[src/core/fmcfg_pkg.sv]
// Constants and types for the second configuration register block.
package fmcfg_pkg;

    // Register map and reset value.
    localparam logic [7:0] FMCFG_REG_CFG2   = 8'h01;
    localparam logic [7:0] FMCFG_CFG2_RESET = 8'h3D;
    localparam logic [7:0] FMCFG_READ_ZERO  = 8'h00;

    // Field positions inside the register.
    localparam int FMCFG_BIT_SOFTRST = 7;
    localparam int FMCFG_BIT_SUPPLY  = 6;
    localparam int FMCFG_BIT_REMOTE  = 5;
    localparam int FMCFG_BIT_LOCAL   = 4;
    localparam int FMCFG_BIT_SFAIL   = 3;
    localparam int FMCFG_BIT_SPDEN   = 2;
    localparam int FMCFG_BIT_SPDMODE = 1;
    localparam int FMCFG_BIT_PWMEN   = 0;

    // Default serial bus address of the device.
    localparam logic [6:0] FMCFG_BUS_ADDR = 7'h18;

    // Duty cycle scale and floors, in percent of full scale.
    localparam int         FMCFG_DUTY_FULL    = 255;
    localparam int         FMCFG_RPM_FLOOR_PC = 30;
    localparam int         FMCFG_MIN_DUTY_PC  = 7;
    localparam logic [7:0] FMCFG_RPM_FLOOR    =
        8'(FMCFG_DUTY_FULL * FMCFG_RPM_FLOOR_PC / 100);
    localparam logic [7:0] FMCFG_MIN_DUTY     =
        8'(FMCFG_DUTY_FULL * FMCFG_MIN_DUTY_PC / 100);
    localparam logic [7:0] FMCFG_DUTY_ZERO    = 8'h00;
    localparam logic [7:0] FMCFG_DUTY_MAX     = 8'hFF;
    localparam logic [2:0] FMCFG_LAST_BIT     = 3'h7;

    typedef struct packed {
        logic softReset;
        logic supplyStatusIrqEnable;
        logic remoteOvertempIrqEnable;
        logic localOvertempIrqEnable;
        logic sensorFailIrqEnable;
        logic speedInputEnable;
        logic speedMeasureMode;
        logic pwmEnable;
    } fmcfg_cfg_s;

    typedef struct packed {
        logic supplyStatusFlag;
        logic remoteOvertempFlag;
        logic localOvertempFlag;
        logic sensorFailFlag;
    } fmcfg_flags_s;

    typedef enum logic [5:0] {
        FMCFG_IDLE = 6'h01,
        FMCFG_RX   = 6'h02,
        FMCFG_ACK  = 6'h04,
        FMCFG_TX   = 6'h08,
        FMCFG_RACK = 6'h10,
        FMCFG_TXLD = 6'h20
    } fmcfg_bus_e;

    typedef enum logic [2:0] {
        FMCFG_PH_ADDR = 3'h1,
        FMCFG_PH_CMD  = 3'h2,
        FMCFG_PH_DATA = 3'h4
    } fmcfg_phase_e;

endpackage

[src/core/fmcfg_top.sv]
// Second configuration register with serial bus slave, alert, speed input and PWM gating.
`timescale 1ns/100ps
module fmcfg_top
    import fmcfg_pkg::*;
(
    input  wire logic         clk,
    input  wire logic         rst_n,
    input  wire logic         sclIn,
    input  wire logic         sdaIn,
    output logic              sdaOut,
    output logic              sdaOe,
    output logic              alertPinOut,
    output logic              alertPinOe,
    input  wire fmcfg_flags_s flags,
    input  wire logic         powerOnSensorFail,
    input  wire logic         speedIn,
    output logic              speedEdge,
    output logic              speedCounterHold,
    input  wire logic         speedRegMode,
    input  wire logic         measureActive,
    input  wire logic         measureDone,
    input  wire logic [15:0]  measuredPeriod,
    input  wire logic [15:0]  targetPeriod,
    input  wire logic [7:0]   dutySetting,
    input  wire logic         pwmWave,
    output logic [7:0]        pwmDuty,
    output logic              pwmPinOut,
    output logic              pwmPinOe,
    output logic              correctionEnable,
    output fmcfg_cfg_s        cfg,
    output logic              deviceReset
);

    ////////////////////////////////////////////////////////////////////////////
    logic [1:0]   sclSync;
    logic [1:0]   sdaSync;
    logic [1:0]   speedSync;
    logic         sclDly;
    logic         sdaDly;
    logic         speedDly;
    logic         sclRise;
    logic         sclFall;
    logic         startCond;
    logic         stopCond;
    fmcfg_bus_e   busState;
    fmcfg_phase_e phase;
    logic [7:0]   rxShift;
    logic [7:0]   txShift;
    logic [7:0]   ptr;
    logic [2:0]   bitCnt;
    logic         readMode;
    logic         ackOn;
    logic [7:0]   next_byte;
    logic [7:0]   rdData;
    logic         cfgWe;
    logic         softHit;
    logic         devRst;
    logic         initPend;
    logic [7:0]   rpmDuty;
    logic [7:0]   calcDuty;

    // True on the last bit of a data byte aimed at the register.
    function automatic logic dataLsbToReg(input fmcfg_bus_e   st,
                                          input fmcfg_phase_e ph,
                                          input logic [2:0]   cnt,
                                          input logic [7:0]   p);
        return st == FMCFG_RX && ph == FMCFG_PH_DATA && cnt == FMCFG_LAST_BIT
               && p == FMCFG_REG_CFG2;
    endfunction

    // Pins from outside the clock domain pass two flip-flops first.
    always_ff @(posedge clk) begin
        sclSync   <= {sclSync[0], sclIn};
        sdaSync   <= {sdaSync[0], sdaIn};
        speedSync <= {speedSync[0], speedIn};
        sclDly    <= sclSync[1];
        sdaDly    <= sdaSync[1];
        speedDly  <= speedSync[1];
    end

    assign sclRise   = sclSync[1] & ~sclDly;
    assign sclFall   = ~sclSync[1] & sclDly;
    assign startCond = sclSync[1] & sclDly & sdaDly & ~sdaSync[1];
    assign stopCond  = sclSync[1] & sclDly & ~sdaDly & sdaSync[1];
    assign next_byte = {rxShift[6:0], sdaSync[1]};
    assign devRst    = ~rst_n | deviceReset;
    assign sdaOut    = 1'b0;

    // Only the register address reads back, and its top bit always reads zero.
    always_comb begin
        if (ptr == FMCFG_REG_CFG2) begin
            rdData = {1'b0, cfg[6:0]};
        end else begin
            rdData = FMCFG_READ_ZERO;
        end
    end

    // A data byte to the register with the top bit set is a soft reset.
    assign softHit = sclRise && dataLsbToReg(busState, phase, bitCnt, ptr)
                     && next_byte[FMCFG_BIT_SOFTRST];
    assign cfgWe   = sclRise && dataLsbToReg(busState, phase, bitCnt, ptr)
                     && !next_byte[FMCFG_BIT_SOFTRST];

    ////////////////////////////////////////////////////////////////////////////
    // Serial bus slave.
    always_ff @(posedge clk) begin
        if (devRst) begin
            busState <= FMCFG_IDLE;
            phase    <= FMCFG_PH_ADDR;
            rxShift  <= FMCFG_READ_ZERO;
            txShift  <= FMCFG_READ_ZERO;
            ptr      <= FMCFG_READ_ZERO;
            bitCnt   <= 3'h0;
            readMode <= 1'b0;
            ackOn    <= 1'b0;
            sdaOe    <= 1'b0;
        end else if (startCond) begin
            busState <= FMCFG_RX;
            phase    <= FMCFG_PH_ADDR;
            bitCnt   <= 3'h0;
            ackOn    <= 1'b0;
            sdaOe    <= 1'b0;
        end else if (stopCond) begin
            busState <= FMCFG_IDLE;
            sdaOe    <= 1'b0;
        end else begin
            case (busState)
                FMCFG_RX: begin
                    if (sclRise) begin
                        rxShift <= next_byte;
                        bitCnt  <= bitCnt + 3'h1;
                        if (bitCnt == FMCFG_LAST_BIT) begin
                            busState <= FMCFG_ACK;
                            ackOn    <= 1'b0;
                            if (phase == FMCFG_PH_ADDR) begin
                                readMode <= next_byte[0];
                                if (next_byte[7:1] != FMCFG_BUS_ADDR) begin
                                    busState <= FMCFG_IDLE;
                                end
                            end else if (phase == FMCFG_PH_CMD) begin
                                ptr <= next_byte;
                            end
                        end
                    end
                end
                FMCFG_ACK: begin
                    if (sclFall && !ackOn) begin
                        ackOn <= 1'b1;
                        sdaOe <= 1'b1;
                    end else if (sclFall) begin
                        ackOn  <= 1'b0;
                        bitCnt <= 3'h0;
                        if (phase == FMCFG_PH_ADDR && readMode) begin
                            busState <= FMCFG_TX;
                            txShift  <= rdData;
                            sdaOe    <= ~rdData[7];
                        end else begin
                            busState <= FMCFG_RX;
                            sdaOe    <= 1'b0;
                            phase    <= (phase == FMCFG_PH_ADDR) ? FMCFG_PH_CMD
                                                                 : FMCFG_PH_DATA;
                        end
                    end
                end
                FMCFG_TX: begin
                    if (sclRise) begin
                        bitCnt <= bitCnt + 3'h1;
                        if (bitCnt == FMCFG_LAST_BIT) begin
                            busState <= FMCFG_RACK;
                        end
                    end else if (sclFall) begin
                        txShift <= {txShift[6:0], 1'b0};
                        sdaOe   <= ~txShift[6];
                    end
                end
                FMCFG_RACK: begin
                    if (sclFall) begin
                        sdaOe <= 1'b0;
                    end else if (sclRise) begin
                        busState <= sdaSync[1] ? FMCFG_IDLE : FMCFG_TXLD;
                    end
                end
                FMCFG_TXLD: begin
                    if (sclFall) begin
                        busState <= FMCFG_TX;
                        bitCnt   <= 3'h0;
                        txShift  <= rdData;
                        sdaOe    <= ~rdData[7];
                    end
                end
                default: begin
                    busState <= FMCFG_IDLE;
                end
            endcase
        end
    end

    ////////////////////////////////////////////////////////////////////////////
    // Soft reset pulse; the byte is left without acknowledge.
    always_ff @(posedge clk) begin
        if (!rst_n) begin
            deviceReset <= 1'b0;
        end else begin
            deviceReset <= softHit;
        end
    end

    // Configuration register and power-on sensor failure capture.
    always_ff @(posedge clk) begin
        if (devRst) begin
            cfg      <= fmcfg_cfg_s'(FMCFG_CFG2_RESET);
            initPend <= 1'b1;
        end else begin
            initPend <= 1'b0;
            if (initPend && powerOnSensorFail) begin
                cfg.remoteOvertempIrqEnable <= 1'b0;
            end else if (cfgWe) begin
                cfg <= fmcfg_cfg_s'({1'b0, next_byte[6:0]});
            end
        end
    end

    ////////////////////////////////////////////////////////////////////////////
    // Alert pin is open drain and pulled low by any enabled flag.
    always_ff @(posedge clk) begin
        if (devRst) begin
            alertPinOe <= 1'b0;
        end else begin
            alertPinOe <= (flags.supplyStatusFlag & cfg.supplyStatusIrqEnable)
                        | (flags.remoteOvertempFlag & cfg.remoteOvertempIrqEnable)
                        | (flags.localOvertempFlag & cfg.localOvertempIrqEnable)
                        | (flags.sensorFailFlag & cfg.sensorFailIrqEnable);
        end
    end
    assign alertPinOut = 1'b0;

    // Speed input gating; the counter holds while the input is off.
    always_ff @(posedge clk) begin
        if (devRst) begin
            speedEdge        <= 1'b0;
            speedCounterHold <= 1'b0;
        end else begin
            speedEdge        <= cfg.speedInputEnable & speedSync[1] & ~speedDly;
            speedCounterHold <= ~cfg.speedInputEnable;
        end
    end

    ////////////////////////////////////////////////////////////////////////////
    // Speed regulation steps the duty by one per finished measurement.
    always_ff @(posedge clk) begin
        if (devRst) begin
            rpmDuty <= FMCFG_DUTY_ZERO;
        end else if (speedRegMode && measureDone) begin
            if (measuredPeriod > targetPeriod && rpmDuty != FMCFG_DUTY_MAX) begin
                rpmDuty <= rpmDuty + 8'h01;
            end else if (measuredPeriod < targetPeriod && rpmDuty != FMCFG_DUTY_ZERO) begin
                rpmDuty <= rpmDuty - 8'h01;
            end
        end
    end

    assign calcDuty = speedRegMode ? rpmDuty : dutySetting;

    // Duty floors and output drive.
    always_ff @(posedge clk) begin
        if (devRst) begin
            pwmDuty          <= FMCFG_DUTY_ZERO;
            pwmPinOut        <= 1'b0;
            pwmPinOe         <= 1'b1;
            correctionEnable <= 1'b1;
        end else begin
            if (speedRegMode && !cfg.speedMeasureMode && calcDuty < FMCFG_RPM_FLOOR) begin
                pwmDuty <= FMCFG_RPM_FLOOR;
            end else if (calcDuty < FMCFG_MIN_DUTY) begin
                pwmDuty <= FMCFG_DUTY_ZERO;
            end else begin
                pwmDuty <= calcDuty;
            end
            pwmPinOut        <= pwmWave | (measureActive & ~cfg.speedMeasureMode);
            correctionEnable <= ~cfg.speedMeasureMode;
            pwmPinOe         <= cfg.pwmEnable;
        end
    end

endmodule

[config.mk]
export PLATFORM = sky130hd
export DESIGN_NAME = fmcfg_top
export DESIGN_NICKNAME = d
export VERILOG_FILES = /design/src/core/fmcfg_pkg.sv /design/src/core/fmcfg_top.sv
export SDC_FILE = /design/constraint.sdc
export NUM_CORES = 1
export LEC_CHECK = 0
export ABC_CLOCK_PERIOD_IN_PS = 3700
export BUFFER_PORTS_ARGS = -buffer_cell sky130_fd_sc_hd__buf_4
export CAP_MARGIN = 25
export CORE_ASPECT_RATIO = 0.6
export CORE_MARGIN = 1.5
export CORE_UTILIZATION = 55
export CTS_BUF_LIST = sky130_fd_sc_hd__clkbuf_16
export DETAILED_ROUTE_END_ITERATION = 8
export HOLD_SLACK_MARGIN = 0.06
export PLACE_DENSITY_LB_ADDON = 0.25
export SYNTH_ARGS = -nofsm -noshare
export SYNTH_HDL_FRONTEND = slang
export SYNTH_SLANG_ARGS = --single-unit
[constraint.sdc]
create_clock -name clk -period 3.7 [get_ports clk]
set_clock_uncertainty 0.1 [all_clocks]
set_input_delay 0.555 -clock clk [delete_from_list [all_inputs] [get_ports clk]]
set_output_delay 0.555 -clock clk [all_outputs]
set_load 0.02 [all_outputs]
==> results.toml <==
[status]
status = "completed"

[timing]
maxClockFrequency_mhz = 295
hold_viol_final = 0
maxSlewHeadroom_pct = 55.1
whs_ns = 0.221
worst_slew_pin_slew_ns = 0.672
period_share_pct = 91.7
tns_ns = 0
setup_violations = 0
setup_ws_ns = 0.309
finalWorstPathRequiredPeriod_ns = 3.39
drv_slew = 0
rsz0062_at_grt = "false"

[cts]
cts_tree = "yes"
cts-root-buf = "clkbuf_16"
clk_pin_slew_ns = 0.06
ctsResizeCount = 0
htreeDepth = 3
numCtsBuffers = 9
numClockSinks = 77
cts_setup_buffers = 0
clk_latency_ns = 0.34
cts_hold_buf = 0
clock_path_buffers = 2

[setup_path]
required_ns = 3.86
r2r_cells = 11
critPathArrivalTime_ns = 3.55
crit_type = "in2reg"
worst-path-max-fanout = 7
reg2reg_slack_ns = 0.98
reg2reg_from = "rpmDuty[0]"
r2r_end = "rpmDuty[7]"
cp-start-kind = "input port"
cp-end-kind = "flop"

[yosys]
syn_inst = 453
synth.most_common_cell = "dfxtp_1"
synth_edf_count = 0
ys.flop_type = "dfxtp_1"
syn-cell-area_um2 = 4000
ys_ff_latch = 77
ys_seq_area_share_pct = 38.6
synth_top_area_share_pct = 38.6
synthTopCellsByArea = "dfxtp_1, mux2i_1, ha_1"
syn_area_per_cell_um2 = 8.82
synth_top_area_cell = "dfxtp_1"
ys_top_cells_by_count = "dfxtp_1, nor2_1, nand2_1, mux2i_1, a21oi_1"
yosys_warnings = 0
synth.distinct_cells = 60
ys_async_sr_fraction_pct = 0

[route]
num_vias = 3646
first_iter_violations = 235
wirelength_mm = 9.93
drc = 0
wl_per_cell_um = 16.0
via_per_inst = 5.89
postRouteAntennaNets = 0
dr.pass1.iters = 5

[placed_design]
gp_congestion = 0.879
port-buffer-count = 76
place_ws_ns = 0.00299
dp_hpwl_mm = 7.41

[pwr]
p_per_area_nw_per_um2 = 452
power_mw = 2.24
p_leak_nw = 2.17
vdd_ir_drop_max_v = 0.000270

[finish]
multi_input_area_um2 = 2250
syn_to_final_growth_pct = 23.9
seq_area_um2 = 1540
diodes = 0
n_fill_cell = 510
drive_above_1_share_pct = 21.6
nets = 606

[floorplan]
dieWidth_um = 113
io_pins = 80
core-area_um2 = 6850
start_util_pct = 58.3
die_area_um2 = 7800
rows = 23
fp.dieH_um = 69.0

[grt]
grt_first_pass_wirelength_mm = 16.2
grt_max_degree = 40
grt_pass1_vias = 3343
grt_usage_pct = 26.3
grt_antenna_before_repair = 0
gr-total-overflow = 0

[worst_hold_path]
hold_class = "in2reg"
hp-start = "sclIn"
holdPathStages = 1
holdPathEnd = "sclSync[0]"

[run]
cap_violations = 0
## logic make-up after synthesis
logic type | count (synthesis) | synth area share, %
AO/OA/AOI/OAI | 94 | 15.8
AND/OR/NAND/NOR | 170 | 22.5
XOR/XNOR | 6 | 1.32
flip-flops | 77 | 38.6
adder cells (fa/ha/maj) | 25 | 8.02
other | 1 | 0.0939
buffers and inverters | 46 | 5.17
multiplexers | 34 | 8.58
## flip-flops by register name, summed over array words and instances (netlist names), 6 cells and up
register / flops
busState: 6
pwmDuty: 8
txShift: 7
rpmDuty: 8
cfg: 7
rxShift: 7
ptr: 8
## per-layer routing
layer / up-vias / GRT usage [%] / routed length, um
met5: - / 0 / 0
met4: 0 / 7.50 / 104
met3: 18 / 7.65 / 805
met2: 133 / 38.1 / 4240
met1: 1713 / 37.9 / 4780
li1: 1782 / - / -
## per-stage QoR
step | instances | instance area (um2) | utilization, %
finish | 619 | 4950 | 72.3
global route | 619 | 4950 | 72.3
CTS | 619 | 4950 | 72.3
detailed placement | 603 | 4610 | 67.3
global placement | 603 | 4610 | 67.3
floorplan | 455 | 4000 | -
## worst max-delay path, stage by stage
cell      delay [ns]
buf_4           0.11
ha_1            0.31
nand4_1         0.19
nor4_2          0.36
o21ai_1         0.14
nand3_1         0.10
nand2_1         0.22
ha_1            0.46
nand3_1         0.11
o211ai_1        0.24
nor4_1          0.08
nor3_1          0.24
mux2i_1         0.24
mux2i_1         0.20
## worst max-delay path by stage
stage	start	endpoint	slack, ns
after floorplan	targetPeriod[15]	rpmDuty[7]	0.36
after global placement	measuredPeriod[15]	rpmDuty[7]	0.17
after detailed placement	measuredPeriod[15]	rpmDuty[7]	0.003
after CTS	measuredPeriod[15]	rpmDuty[7]	0.32
after global routing	targetPeriod[15]	rpmDuty[7]	0.09
final	measuredPeriod[15]	rpmDuty[7]	0.31
## layout make-up
type	instances	share of cell area [%]
sequential	77	31.1
multi-input combinational	332	45.6
timing repair buffer	81	12.3
clock buffer	9	4.55
inverter	26	1.97
tap	87	2.20
clock inverter	7	2.30
## cell usage in the layout (no fill, tap or decap), types with 6 or more instances in the layout
cell type,count
a211oi_1,7
a21oi_1,28
a22oi_1,10
buf_4,81
clkbuf_16,9
dfxtp_1,77
ha_1,24
inv_1,27
mux2i_1,32
nand2_1,35
nand2b_1,6
nand3_1,17
nand4_1,10
nor2_1,53
nor2b_1,7
nor3_1,7
nor4_1,7
o21ai_0,15
## report_power, final
part | switching [mW] | internal, mW
clock network | 0.340 | 0.656
logic | 0.178 | 0.160
registers | 0.0392 | 0.862
Power figures use the tool's default switching activity.
